File: src/rtl/tgs_consts.svh
/*
  Constants for the tach/general-line select and prescale block:
  register offsets, field positions, reset values and timing counts.
  Assumes it is included by bare name from rtl/ sources.
*/
`ifndef TGS_CONSTS_SVH
`define TGS_CONSTS_SVH

// register offsets on the management port
`define TGS_PIN_SEL_OFS      8'h01
`define TGS_DIV_OFS          8'h02

// power-on values
`define TGS_PIN_SEL_RST      8'h00
`define TGS_DIV_RST          8'h55

// field layout of the divisor register: two bits per channel
`define TGS_DIV_FIELD_W      2
`define TGS_DIV_CHANNELS     4

// number of shared lines
`define TGS_LINES            8

// timing: core clock and base counting-oscillator rate, in Hz
`define TGS_MCLK_HZ          20000000
`define TGS_OSC_BASE_HZ      22500
// cycles per base oscillator tick, rounded down, so the period is a little short
`define TGS_OSC_BASE_CYC     (`TGS_MCLK_HZ / `TGS_OSC_BASE_HZ)
`define TGS_OSC_CNT_W        10

// nominal speed at divide-by-1 for a count of 153, two pulses per turn
`define TGS_NOM_COUNT        153
`define TGS_NOM_RPM          8800

`endif

File: src/rtl/tgs_pkg.sv
/*
  Types for the tach/general-line select and prescale block.
  Assumes nothing beyond a SystemVerilog compiler.
*/
`default_nettype none
package tgs_pkg;

  // divisor code of one tach channel
  typedef enum logic [1:0]
  {
    TGS_DIV1 = 2'h0,
    TGS_DIV2 = 2'h1,
    TGS_DIV4 = 2'h2,
    TGS_DIV8 = 2'h3
  } tgs_div_e;

  typedef logic [7:0] tgs_byte_t;

endpackage : tgs_pkg
`default_nettype wire

File: src/rtl/tgs_prescaler.sv
/*
  Counting-oscillator prescaler: a base tick from the core clock and
  one divided tick per tach channel, chosen by its divisor code.
  Assumes mclk at 20 MHz and a synchronous active-low reset.
*/
`timescale 1ns/1ps
`default_nettype none
`include "tgs_consts.svh"

module tgs_prescaler
(
  input  wire logic                            mclk,
  input  wire logic                            resetn,
  input  wire tgs_pkg::tgs_div_e               div_code [`TGS_DIV_CHANNELS],
  output var  logic [`TGS_DIV_CHANNELS-1:0]    osc_tick
);
  import tgs_pkg::*;

  localparam logic [`TGS_OSC_CNT_W-1:0] BASE_LAST =
    `TGS_OSC_CNT_W'(`TGS_OSC_BASE_CYC - 1);

  logic [`TGS_OSC_CNT_W-1:0]   base_cnt_reg;
  logic [`TGS_OSC_CNT_W-1:0]   base_cnt_next;
  logic                        base_tick;
  logic [2:0]                  oct_reg;
  logic [2:0]                  oct_next;
  logic [`TGS_DIV_CHANNELS-1:0] tick_next;
  logic [`TGS_DIV_CHANNELS-1:0] tick_reg;

  // base 22.5 kHz tick and a 3-bit octave counter for divide by 1..8
  always_comb
  begin
    base_tick     = (base_cnt_reg == BASE_LAST);
    base_cnt_next = base_tick ? '0 : base_cnt_reg + 1'b1;
    oct_next      = base_tick ? oct_reg + 3'h1 : oct_reg;
  end

  // per-channel divided tick; code n keeps one tick in 2**n
  for (genvar c = 0; c < `TGS_DIV_CHANNELS; c++)
  begin : g_chan
    logic [2:0] mask;
    always_comb
    begin
      unique case (div_code[c])                  // RULE6 RULE8
        TGS_DIV1: mask = 3'h0;
        TGS_DIV2: mask = 3'h1;
        TGS_DIV4: mask = 3'h3;
        TGS_DIV8: mask = 3'h7;
      endcase
      tick_next[c] = base_tick && ((oct_reg & mask) == 3'h0); // RULE7
    end
  end

  // register counters and ticks
  always_ff @(posedge mclk)
  begin
    if (!resetn)
    begin
      base_cnt_reg <= '0;
      oct_reg      <= 3'h0;
      tick_reg     <= '0;
    end
    else
    begin
      base_cnt_reg <= base_cnt_next;
      oct_reg      <= oct_next;
      tick_reg     <= tick_next;
    end
  end

  assign osc_tick = tick_reg;

endmodule : tgs_prescaler
`default_nettype wire

File: src/rtl/tgs_top.sv
/*
  Shared-line function select and tach oscillator prescale.
  Eight shared lines go either to tach inputs or to general lines;
  tach channels 0..3 get a counting-oscillator tick at a chosen rate.
  Assumes a plain register port on mclk, and tach counters and
  general-line logic on the same clock outside this block.
*/
// What this block does
// RULE1 - pin_sel bit 0: line 0 general, else tach 0
// RULE2 - pin_sel bit 1: line 1 general, else tach 1
// RULE3 - pin_sel bit 2: line 2 general, else tach 2
// RULE4 - pin_sel bit 3: line 3 general, else tach 3
// RULE5 - pin_sel bits 4-7 select lines 4-7 likewise
// RULE6 - divisor bits 1-0 set tach 0 oscillator rate
// RULE7 - count 153 at divide-by-1 means 8800 RPM
// RULE8 - divisor pairs 3-2,5-4,7-6 set tach 1-3
`timescale 1ns/1ps
`default_nettype none
`include "tgs_consts.svh"

module tgs_top
(
  input  wire logic                          mclk,
  input  wire logic                          resetn,
  // register port
  input  wire logic [7:0]                    reg_addr,
  input  wire tgs_pkg::tgs_byte_t            reg_wdata,
  input  wire logic                          reg_wr,
  input  wire logic                          reg_rd,
  output var  tgs_pkg::tgs_byte_t            reg_rdata,
  // shared pins, three signals each
  input  wire logic [`TGS_LINES-1:0]         line_pin_in,
  output var  logic [`TGS_LINES-1:0]         line_pin_out,
  output var  logic [`TGS_LINES-1:0]         line_pin_oe,
  // general-line side
  input  wire logic [`TGS_LINES-1:0]         general_line_out,
  input  wire logic [`TGS_LINES-1:0]         general_line_drive,
  output var  logic [`TGS_LINES-1:0]         general_line_in,
  // tach side
  output var  logic [`TGS_LINES-1:0]         tach_in,
  output var  logic [`TGS_LINES-1:0]         tach_enabled,
  output var  logic [`TGS_DIV_CHANNELS-1:0]  tach_osc_tick
);
  import tgs_pkg::*;

  tgs_byte_t                    pin_sel_reg;
  tgs_byte_t                    pin_sel_next;
  tgs_byte_t                    div_reg;
  tgs_byte_t                    div_next;
  tgs_byte_t                    rdata_reg;
  tgs_byte_t                    rdata_next;
  tgs_byte_t                    tach_en_reg;
  tgs_byte_t                    tach_en_next;
  tgs_div_e                     div_code [`TGS_DIV_CHANNELS];

  logic [`TGS_LINES-1:0]        sync1_reg;
  logic [`TGS_LINES-1:0]        sync2_reg;
  logic [`TGS_LINES-1:0]        sync3_reg;
  logic [`TGS_LINES-1:0]        filt_reg;
  logic [`TGS_LINES-1:0]        filt_next;
  logic [`TGS_LINES-1:0]        tach_next;
  logic [`TGS_LINES-1:0]        tach_reg;
  logic [`TGS_LINES-1:0]        gin_next;
  logic [`TGS_LINES-1:0]        gin_reg;
  logic [`TGS_LINES-1:0]        out_next;
  logic [`TGS_LINES-1:0]        out_reg;
  logic [`TGS_LINES-1:0]        oe_next;
  logic [`TGS_LINES-1:0]        oe_reg;

  // register writes and read mux; unmapped reads answer zero
  always_comb
  begin
    pin_sel_next = pin_sel_reg;
    div_next     = div_reg;
    rdata_next   = 8'h00;
    if (reg_wr && reg_addr == `TGS_PIN_SEL_OFS)
      pin_sel_next = reg_wdata;                  // RULE1 RULE2 RULE3 RULE4 RULE5
    if (reg_wr && reg_addr == `TGS_DIV_OFS)
      div_next = reg_wdata;                      // RULE6 RULE8
    // tach-enable flags kept in their own flops so the output is a register
    tach_en_next = ~pin_sel_next;                // RULE1 RULE2 RULE3 RULE4 RULE5
    if (reg_rd)
    begin
      unique case (reg_addr)
        `TGS_PIN_SEL_OFS: rdata_next = pin_sel_reg;
        `TGS_DIV_OFS:     rdata_next = div_reg;
        default:          rdata_next = 8'h00;
      endcase
    end
  end

  // register file, power-on defaults on reset
  always_ff @(posedge mclk)
  begin
    if (!resetn)
    begin
      pin_sel_reg <= `TGS_PIN_SEL_RST;
      div_reg     <= `TGS_DIV_RST;
      rdata_reg   <= 8'h00;
      tach_en_reg <= ~`TGS_PIN_SEL_RST;
    end
    else
    begin
      pin_sel_reg <= pin_sel_next;
      div_reg     <= div_next;
      rdata_reg   <= rdata_next;
      tach_en_reg <= tach_en_next;
    end
  end

  // split the divisor register into per-channel codes
  for (genvar c = 0; c < `TGS_DIV_CHANNELS; c++)
  begin : g_div
    assign div_code[c] = tgs_div_e'(div_reg[c*`TGS_DIV_FIELD_W +: `TGS_DIV_FIELD_W]);
  end

  // per-line routing; a line set to 1 is a general line, else tach
  for (genvar i = 0; i < `TGS_LINES; i++)
  begin : g_line
    always_comb
    begin
      filt_next[i] = (sync2_reg[i] == sync3_reg[i]) ? sync3_reg[i] : filt_reg[i];
      tach_next[i] = pin_sel_reg[i] ? 1'b0 : filt_reg[i];  // RULE1 RULE2 RULE3 RULE4 RULE5
      gin_next[i]  = pin_sel_reg[i] ? filt_reg[i] : 1'b0;  // RULE1 RULE2 RULE3 RULE4 RULE5
      oe_next[i]   = pin_sel_reg[i] & general_line_drive[i];
      out_next[i]  = pin_sel_reg[i] & general_line_out[i];
    end
  end

  // pin synchroniser, filter and registered routing outputs
  always_ff @(posedge mclk)
  begin
    if (!resetn)
    begin
      sync1_reg <= '0;
      sync2_reg <= '0;
      sync3_reg <= '0;
      filt_reg  <= '0;
      tach_reg  <= '0;
      gin_reg   <= '0;
      out_reg   <= '0;
      oe_reg    <= '0;
    end
    else
    begin
      sync1_reg <= line_pin_in;
      sync2_reg <= sync1_reg;
      sync3_reg <= sync2_reg;
      filt_reg  <= filt_next;
      tach_reg  <= tach_next;
      gin_reg   <= gin_next;
      out_reg   <= out_next;
      oe_reg    <= oe_next;
    end
  end

  // tach counting-oscillator ticks per channel
  tgs_prescaler u_prescaler
  (
    .mclk     (mclk),
    .resetn   (resetn),
    .div_code (div_code),
    .osc_tick (tach_osc_tick)                    // RULE6 RULE7 RULE8
  );

  assign reg_rdata       = rdata_reg;
  assign line_pin_out    = out_reg;
  assign line_pin_oe     = oe_reg;
  assign general_line_in = gin_reg;
  assign tach_in         = tach_reg;
  assign tach_enabled    = tach_en_reg;

endmodule : tgs_top
`default_nettype wire

File: config.mk
export PLATFORM = sky130hd
export DESIGN_NAME = tgs_top
export DESIGN_NICKNAME = d
export VERILOG_FILES = /design/src/rtl/tgs_pkg.sv /design/src/rtl/tgs_prescaler.sv /design/src/rtl/tgs_top.sv
export VERILOG_INCLUDE_DIRS = /design/src /design/src/rtl
export SDC_FILE = /design/constraint.sdc
export NUM_CORES = 1
export LEC_CHECK = 0
export BUFFER_PORTS_ARGS = -buffer_cell sky130_fd_sc_hd__buf_4
export CAP_MARGIN = 20
export CELL_PAD_IN_SITES_DETAIL_PLACEMENT = 1
export CELL_PAD_IN_SITES_GLOBAL_PLACEMENT = 1
export CORE_ASPECT_RATIO = 1.5
export CORE_MARGIN = 3
export CORE_UTILIZATION = 40
export CTS_CLUSTER_SIZE = 25
export DETAILED_ROUTE_END_ITERATION = 8
export GPL_ROUTABILITY_DRIVEN = 0
export GPL_TIMING_DRIVEN = 0
export HOLD_SLACK_MARGIN = 0.15
export PLACE_DENSITY = 0.88
export SYNTH_ARGS = -nofsm -noshare
export SYNTH_HDL_FRONTEND = slang
export SYNTH_SLANG_ARGS = --single-unit
File: constraint.sdc
create_clock -name mclk -period 1.5 [get_ports mclk]
set_input_delay 0.15 -clock mclk [delete_from_list [all_inputs] [get_ports mclk]]
set_output_delay 0.15 -clock mclk [all_outputs]
set_load 0.02 [all_outputs]
-- After elaboration in Yosys (flattened, before gate mapping)
Cells that the tools add are included.
- output and inout bits: 52
- bits of input ports: 44
- word-level logic and storage cells: 121
- register bits: 113
- add/sub/neg operators: 2
- reductions and logical operators: 32
- bitwise operators: 22
- mux-type cells: 6
- equality and inequality tests: 23
- operator list (operator ; number):
    one-hot mux 3 bit (4 select lines) ; 4
    AND reduction 2 bit ; 9
    OR reduction 2 bit ; 9
    bitwise AND 1 bit ; 16
    equality test 2 bit (second input constant) ; 8
    one-hot mux 8 bit (2 select lines) ; 1
    bitwise AND 3 bit ; 4
    logical NOT 3 bit ; 4
    adder 10 x 1 -> 10 bit (second input constant) ; 1
    equality test 10 bit (second input constant) ; 1
    equality test 1 bit ; 8
    equality test 2 x 1 -> 1 bit (second input constant) ; 4
    equality test 8 x 1 -> 1 bit (second input constant) ; 1
    equality test 8 x 2 -> 1 bit (second input constant) ; 1
    logical NOT 2 bit ; 4
    two-way mux 8 bit ; 1
    inverter 8 bit ; 1
    logical AND 1 bit ; 6
    adder 3 x 1 -> 3 bit (second input constant) ; 1
    inverter 1 bit ; 1

-- Longest topological paths before layout
Gate-level depths: netlist of the first run.
- word-level depth: 5
- gate-level depth with buffers: 5

-- Hierarchy
Synthesis of the first run repeated with hierarchy kept, for this count alone.
- cells, all modules: 357
- area total of the unflattened synthesis: 3823.7 µm²
- modules (own cells, without submodules) (module ; times used ; cells an instance ; area each (µm²) ; seq. area each (µm²)):
    tgs_top ; 1 ; 266 ; 3039.2 ; 1921.8
    tgs_prescaler ; 1 ; 91 ; 784.5 ; 340.3

-- Worst setup path before layout of the first run
OpenSTA, ideal clock, no wires.
- path kind: flip-flop to flip-flop
- start: register u_prescaler.base_cnt_reg[0]
- end: register u_prescaler.base_cnt_reg[3]
- slack: 0.138 ns
- stages on the path, launching flop included: 6
- arrival: 1.236 ns
- clock period less this slack: 1.362 ns
- cell sequence: dfxtp_1 > ha_1 > and4b_1 > a31o_2 > clkbuf_1 > nor2_1
- cells in the longest elaborated chain, start to end: 2
- elaborated cells between the ends (all ways): 3
- ends and longest elaborated chain (what ; line ; RTL):
    start, declared ; tgs_prescaler.sv:22 ; logic [`TGS_OSC_CNT_W-1:0] base_cnt_reg;
    start signal, assigned ; tgs_prescaler.sv:65 ; base_cnt_reg <= base_cnt_next;
    branches (longest 2 deep; another with adder 10 x 1 -> 10 bit) ; - ;
Parallel ways; which one is timed is not known.
A chain may end at the register's enable or synchronous reset.

-- Worst setup path in the final report of the first run
- start: register u_prescaler.base_cnt_reg[2]
- end: register u_prescaler.base_cnt_reg[9]
The elaborated chain is that of the path after synthesis.

==> results.py, run 1 <==
metrics = {
    "status": {
        "outcome": "finished, final reports clean",
    },
    "layout": {
        "num-fill-cells": 943,
        "drive_gt1_frac": 0.2953,
        "synthToLayoutAreaGrowth_pct": 48.28,
        "nets": 543,
        "multiInputGateArea_um2": 1440,
        "regArea_um2": 2265,
        "largest_reg_flops": 10,
        "post-route-cell-area_um2": 5549,
        "layout.cells.non_filler": 619,
    },
    "placed_design": {
        "hpwlAfterDp_um": 7405,
        "port_buffers": 95,
        "dpl_cell_area_um2": 4593,
        "pre_cts_ws_ns": -0.1708,
        "place_inst": 556,
    },
    "route": {
        "drt-total-wl_um": 12970,
        "drt-pass1-iter-count": 4,
        "drt_iter0_drc": 232,
        "route.detailed.drc": 0,
        "vias": 3271,
        "wl_per_cell_um": 20.95,
        "antenna_left": 0,
        "avgViaCountPerCell": 5.284,
    },
    "critical_path": {
        "cp_cell_sequence": "nand3_1 -> or4_1 -> a21oi_1",
        "start_kind": "flip-flop",
        "crit_fanout": 7,
        "cp_top_family": "simple AND/OR/NAND/NOR gates",
        "cp.arrival_ns": 1.76,
        "path_class": "reg -> reg",
        "worst-path-buf-inv": 0,
        "crit_path_end_kind": "flip-flop",
        "cp_slowest_cell": "or4_1",
        "slowest_delay_ns": 0.53,
        "crit_required_ns": 1.84,
    },
    "job": {
        "drv_cap": 0,
    },
    "sta": {
        "slew_headroom": 0.6593,
        "finalCriticalPeriod_ns": 1.424,
        "setup_tns_ns": 0,
        "fmax_mhz": 702.0,
        "fin_worst_skew_ns": 0.01227,
        "setup_viol_count_final": 0,
        "slew_viol_final": 0,
        "worst_slack_ns": 0.07554,
        "fin_crit_sh": 0.9496,
        "tightest_slew_ns": 0.5110,
        "rsz0062_at_grt": "true",
        "hold_violations": 0,
    },
    "clock_tree": {
        "cts_tree": "yes",
        "htree_levels": 4,
        "numCtsBuffers": 17,
        "clkTransAtPathRegs_ns": 0.05,
        "clockRootBuffer": "clkbuf_16",
        "clk_latency_ns": 0.42,
        "cts_sinks": 113,
        "cts.path.max_buffers": 2,
    },
    "grt": {
        "grt_util_all_layers": 0.2535,
        "antenna_found_initial": 1,
        "grt-ovfl-total": 0,
        "grt_pass1_vias": 3614,
        "grt_max_degree": 17,
        "grt_pass1_wl_um": 20320,
    },
    "floorplanning": {
        "ios": 96,
        "start_util": 0.4165,
        "rows": 42,
        "dieArea_um2": 10580,
        "die_w_um": 84.98,
        "core_area_um2": 8986,
        "die_height_um": 124.5,
    },
    "synthesis": {
        "syn_area_per_cell_um2": 10.66,
        "synth_nets": 397,
        "synth-seq-cells": 113,
        "ys_types": 37,
        "ys_seq_area_frac": 0.6045,
        "netlist_area_um2": 3742,
        "yosys_warnings": 0,
        "syn_inst": 351,
    },
    "power": {
        "power_w": 0.007356,
        "power.density_nw_per_um2": 1326,
        "leakagePower_nw": 2.526,
        "vdd_drop_max_uv": 1104,
    },
    "worst_hold_path": {
        "hp-class": "in -> reg",
    },
}
## cell usage after synthesis
master | count | share of area
a21oi_1 | 13 | 0.017
and4_1 | 1 | 0.0023
nand4_4 | 1 | 0.0057
nor2_1 | 20 | 0.020
nor3b_1 | 1 | 0.0020
and3_1 | 25 | 0.042
a21o_1 | 4 | 0.0080
nand2b_1 | 2 | 0.0033
inv_1 | 2 | 0.0020
clkbuf_2 | 1 | 0.0013
o31ai_1 | 2 | 0.0040
nand2_1 | 41 | 0.041
and2_1 | 26 | 0.043
or4_1 | 2 | 0.0040
a221oi_1 | 4 | 0.0094
mux2_2 | 6 | 0.018
o21ai_0 | 11 | 0.015
or3_1 | 3 | 0.0050
a22oi_1 | 8 | 0.016
buf_2 | 2 | 0.0027
or2_2 | 1 | 0.0017
nand3_1 | 3 | 0.0040
dfxtp_1 | 113 | 0.60
nor2b_1 | 10 | 0.017
xor2_1 | 3 | 0.0070
nor4_4 | 1 | 0.0057
a31o_2 | 1 | 0.0023
nand4_1 | 6 | 0.010
and3b_1 | 1 | 0.0023
mux2_4 | 2 | 0.0080
clkinv_1 | 1 | 0.0010
ha_1 | 2 | 0.0067
mux2i_1 | 19 | 0.051
and4b_1 | 1 | 0.0027
buf_6 | 1 | 0.0030
buf_1 | 1 | 0.0010
clkbuf_1 | 10 | 0.010
## path summary, 6_finish.rpt
path / startpoint / slack [ns] / endpoint / cells after the start
setup / recovery: u_prescaler.base_cnt_reg[2] / 0.08 / u_prescaler.base_cnt_reg[9] / 3
hold / removal: resetn / 0.19 / filt_reg[3] / 3
setup reg to reg: u_prescaler.base_cnt_reg[2] / 0.08 / u_prescaler.base_cnt_reg[9] / 3
hold reg to reg: sync1_reg[2] / 0.44 / sync2_reg[2] / 1
## through the flow
stage | hold WS, ns | utilization
6_report | 0.1907 | 0.6175
3_5_place_dp | 0.3648 | 0.5111
2_1_floorplan | 0.2773 | -
3_3_place_gp | 0.3598 | 0.5111
5_1_grt | 0.1879 | 0.6175
4_1_cts | 0.1721 | 0.6163
## report_power, final
part / internal, W / switching, W
Combinational: 0.000172 / 0.000136
Clock: 0.00259 / 0.00139
Sequential: 0.00304 / 0.0000234
## placed cells by master (no fill, tap or decap), drive strengths merged, types with 2 or more instances in the layout
master	count
nand2b	2
a22oi	8
clkbuf	31
dfxtp	113
bufinv	2
nor2	20
nand4	7
dlygate4sd3	32
o21ai	11
and2	26
buf	100
nor2b	10
xor2	3
o31ai	2
ha	2
a21o	4
or4	2
nand2	41
a21oi	13
nand3	3
inv	2
a221oi	4
mux2	8
clkinvlp	2
mux2i	19
and3	25
or3	3
clkinv	6
## cell families after synthesis
| family | synth area share |
|---|---|
| fa+ha+maj | 0.006686 |
| xor+xnor | 0.007022 |
| flops | 0.6045 |
| mux | 0.07690 |
| buf+inv | 0.02106 |
| compound gates | 0.07188 |
| simple gates | 0.2120 |
## what timing repair did
item | 4_1_cts | 5_1_grt
hold endpoints to repair | 48 | 0
endpoints found under the setup margin | 13 | 5
hold buffers | 32 | 0
buffers inserted | 1 | 0
resized for setup | 6 | 3
pin swaps | 2 | 0
## metal layers
metal / routed length, um / global-route usage / vias up
li1: - / - / 1502
met1: 4659 / 0.2594 / 1610
met2: 7129 / 0.4565 / 123
met3: 608 / 0.05758 / 36
met4: 569 / 0.1500 / 0
met5: 0 / 0 / -
## worst register-to-register path: stages, from the launching register on
cell     delay (ns)
dfxtp_1        0.41
nand3_1        0.25
or4_1          0.53
a21oi_1        0.17
## layout make-up
cell class	instances	share of cell area
antenna	1	0.0004510
buffer	14	0.01150
clock buffer	21	0.08658
clock inverter	9	0.01939
inverter	3	0.002029
multi-input combinational	220	0.2595
sequential	113	0.4081
tap	110	0.02480
timing repair buffer	128	0.1876
Power figures use the tool's default switching activity.
==> inputs of run 2 (changes only) <==
--- a/config.mk
+++ b/config.mk
@@ -8,17 +8,15 @@
 export LEC_CHECK = 0
 export BUFFER_PORTS_ARGS = -buffer_cell sky130_fd_sc_hd__buf_4
 export CAP_MARGIN = 20
-export CELL_PAD_IN_SITES_DETAIL_PLACEMENT = 1
-export CELL_PAD_IN_SITES_GLOBAL_PLACEMENT = 1
 export CORE_ASPECT_RATIO = 1.5
 export CORE_MARGIN = 3
-export CORE_UTILIZATION = 40
+export CORE_UTILIZATION = 47
 export CTS_CLUSTER_SIZE = 25
 export DETAILED_ROUTE_END_ITERATION = 8
 export GPL_ROUTABILITY_DRIVEN = 0
 export GPL_TIMING_DRIVEN = 0
 export HOLD_SLACK_MARGIN = 0.15
-export PLACE_DENSITY = 0.88
+export PLACE_DENSITY = 0.82
 export SYNTH_ARGS = -nofsm -noshare
 export SYNTH_HDL_FRONTEND = slang
 export SYNTH_SLANG_ARGS = --single-unit
==> run 2 against run 1 <==
Core utilization grew 11 points. Final cell count shrank 0.97%. Sequential share of layout area shrank 0.21 points. Clock skew shrank 0.0064 ns. Final area grew 0.47%. First-iteration DRC count grew 5.2%. Sequential power is essentially flat. Non-clock buffer count grew 1. Routed wire length shrank 23%. Critical path type unchanged. Critical endpoint is now u_prescaler.osc_tick[2].
==> results.py, run 2 (synthesis results as in run 1) <==
metrics = {
    "critical_path": {
        "crit_required_ns": 1.81,
        "r2r_setup_slack_ns": 0.08,
        "path_class": "reg -> reg",
        "worst-path-buf-inv": 1,
        "cp_slowest_cell": "dfxtp_1",
        "crit_path_end_kind": "flip-flop",
        "start_kind": "flip-flop",
        "cp_top_family": "flip-flops",
        "cp.arrival_ns": 1.74,
        "slowest_delay_ns": 0.38,
        "crit_fanout": 4,
        "cp_cell_sequence": "ha_4 -> and4b_2 -> nand4_1 -> buf_4 -> a221oi_4",
    },
    "clock_tree": {
        "numCtsBuffers": 17,
        "cts_tree": "yes",
        "clockRootBuffer": "clkbuf_16",
        "clkTransAtPathRegs_ns": 0.05,
        "cts_sinks": 113,
        "cts.path.max_buffers": 2,
        "clk_latency_ns": 0.41,
        "htree_levels": 4,
    },
    "route": {
        "drt-pass1-iter-count": 4,
        "drt_iter0_drc": 244,
        "route.detailed.drc": 0,
        "wl_per_cell_um": 16.21,
        "vias": 3168,
        "antenna_left": 0,
        "drt-total-wl_um": 9935,
        "avgViaCountPerCell": 5.168,
    },
    "sta": {
        "finalCriticalPeriod_ns": 1.421,
        "fin_worst_skew_ns": 0.005900,
        "fmax_mhz": 703.8,
        "tightest_slew_ns": 0.5007,
        "slew_viol_final": 0,
        "slew_headroom": 0.6662,
        "hold_violations": 0,
        "fin_crit_sh": 0.9472,
        "setup_viol_count_final": 0,
        "rsz0062_at_grt": "false",
    },
    "layout": {
        "post-route-cell-area_um2": 5575,
        "num-fill-cells": 490,
        "antennaDiodeCount": 0,
        "layout.cells.non_filler": 613,
        "drive_gt1_frac": 0.2916,
        "multiInputGateArea_um2": 1451,
        "final_common_cell": "dfxtp_1",
        "mostFrequentLayoutCells": "112 x dfxtp_1, 96 x buf_4, 41 x nand2_1",
        "synthToLayoutAreaGrowth_pct": 48.98,
        "largest_reg_flops": 10,
        "regArea_um2": 2263,
        "nets": 544,
    },
    "placed_design": {
        "port_buffers": 95,
        "place_inst": 548,
        "dpl_cell_area_um2": 4583,
        "hpwlAfterDp_um": 6045,
    },
    "grt": {
        "grt_pass1_wl_um": 15010,
        "antenna_found_initial": 0,
        "grt-ovfl-total": 0,
        "grt_max_degree": 17,
        "grt_pass1_vias": 3106,
        "grt_util_all_layers": 0.2201,
    },
    "floorplanning": {
        "start_util": 0.4885,
        "die_height_um": 115.3,
        "dieArea_um2": 9091,
        "core_area_um2": 7661,
        "ios": 96,
        "die_w_um": 78.86,
        "rows": 39,
    },
    "power": {
        "p_int_w": 0.005939,
        "pwr-share-clk": 0.546,
        "power.density_nw_per_um2": 1328,
        "pwr-share-comb": 0.040,
        "power.switching_w": 0.001465,
        "leakagePower_nw": 2.534,
        "swShare": 0.1978,
        "vdd_drop_max_uv": 1414,
        "pwr-share-seq": 0.414,
    },
    "status": {
        "outcome": "finished, final reports clean",
    },
    "worst_hold_path": {
        "hp-class": "in -> reg",
    },
    "job": {
        "drv_cap": 0,
    },
}
run 2: final timing paths:
| kind | cells after the start | startpoint | endpoint |
|---|---|---|---|
| setup reg to reg | 5 | u_prescaler.base_cnt_reg[1] | u_prescaler.osc_tick[2] |
| hold / removal | 3 | reg_wr | tach_enabled[7] |
| setup / recovery | 5 | u_prescaler.base_cnt_reg[1] | u_prescaler.osc_tick[2] |
| hold reg to reg | 1 | sync1_reg[3] | sync2_reg[3] |
run 2: cell type report:
cell class | instances | area share
plain buffers | 14 | 0.01145
clock buffers | 22 | 0.08505
clock inverters | 10 | 0.02379
inverters | 3 | 0.002020
multi-input cells | 220 | 0.2603
flip-flops and latches | 113 | 0.4060
well taps | 102 | 0.02289
repair buffers | 129 | 0.1885
run 2: what timing repair did:
item | 4_1_cts | 5_1_grt
hold buffers | 33 | 0
setup endpoints to repair | 13 | 4
hold endpoints to repair | 49 | 0
buffers inserted | 0 | 1
gates resized for setup | 1 | 8
pin swaps | 0 | 2
run 2: worst register-to-register path, stage by stage (launching register included):
cell,delay [ns]
dfxtp_1,0.38
ha_4,0.18
and4b_2,0.27
nand4_1,0.10
buf_4,0.19
a221oi_4,0.21
run 2: stage by stage:
stage	setup TNS, ns	hold slack (ns)	total power, W	utilization	setup slack (ns)
CTS	-0.1562	0.1887	0.007413	0.7209	-0.05590
floorplan	0	0.2773	0.003210	-	0.1380
global route	0	0.2119	0.007616	0.7277	0.03493
detailed placement	-0.8212	0.3613	0.003338	0.5982	-0.1405
global placement	-0.2753	0.3594	0.003330	0.5982	-0.05949
finish	0	0.2089	0.007404	0.7277	0.07918
run 2: power groups by stage:
stage               Clock [W]  Sequential [W]  Combinational [W]
detailed placement          0         0.00312           0.000219
CTS                   0.00406         0.00306           0.000292
finish                0.00404         0.00306           0.000298
global route          0.00423         0.00306           0.000322
global placement            0         0.00312           0.000214
floorplan                   0         0.00311          0.0000955
run 2: per-layer routing:
layer / track usage / share of wire
met1: 0.2188 / 0.36
met2: 0.3931 / 0.53
met3: 0.05878 / 0.055
met4: 0.1548 / 0.051
met5: 0 / 0
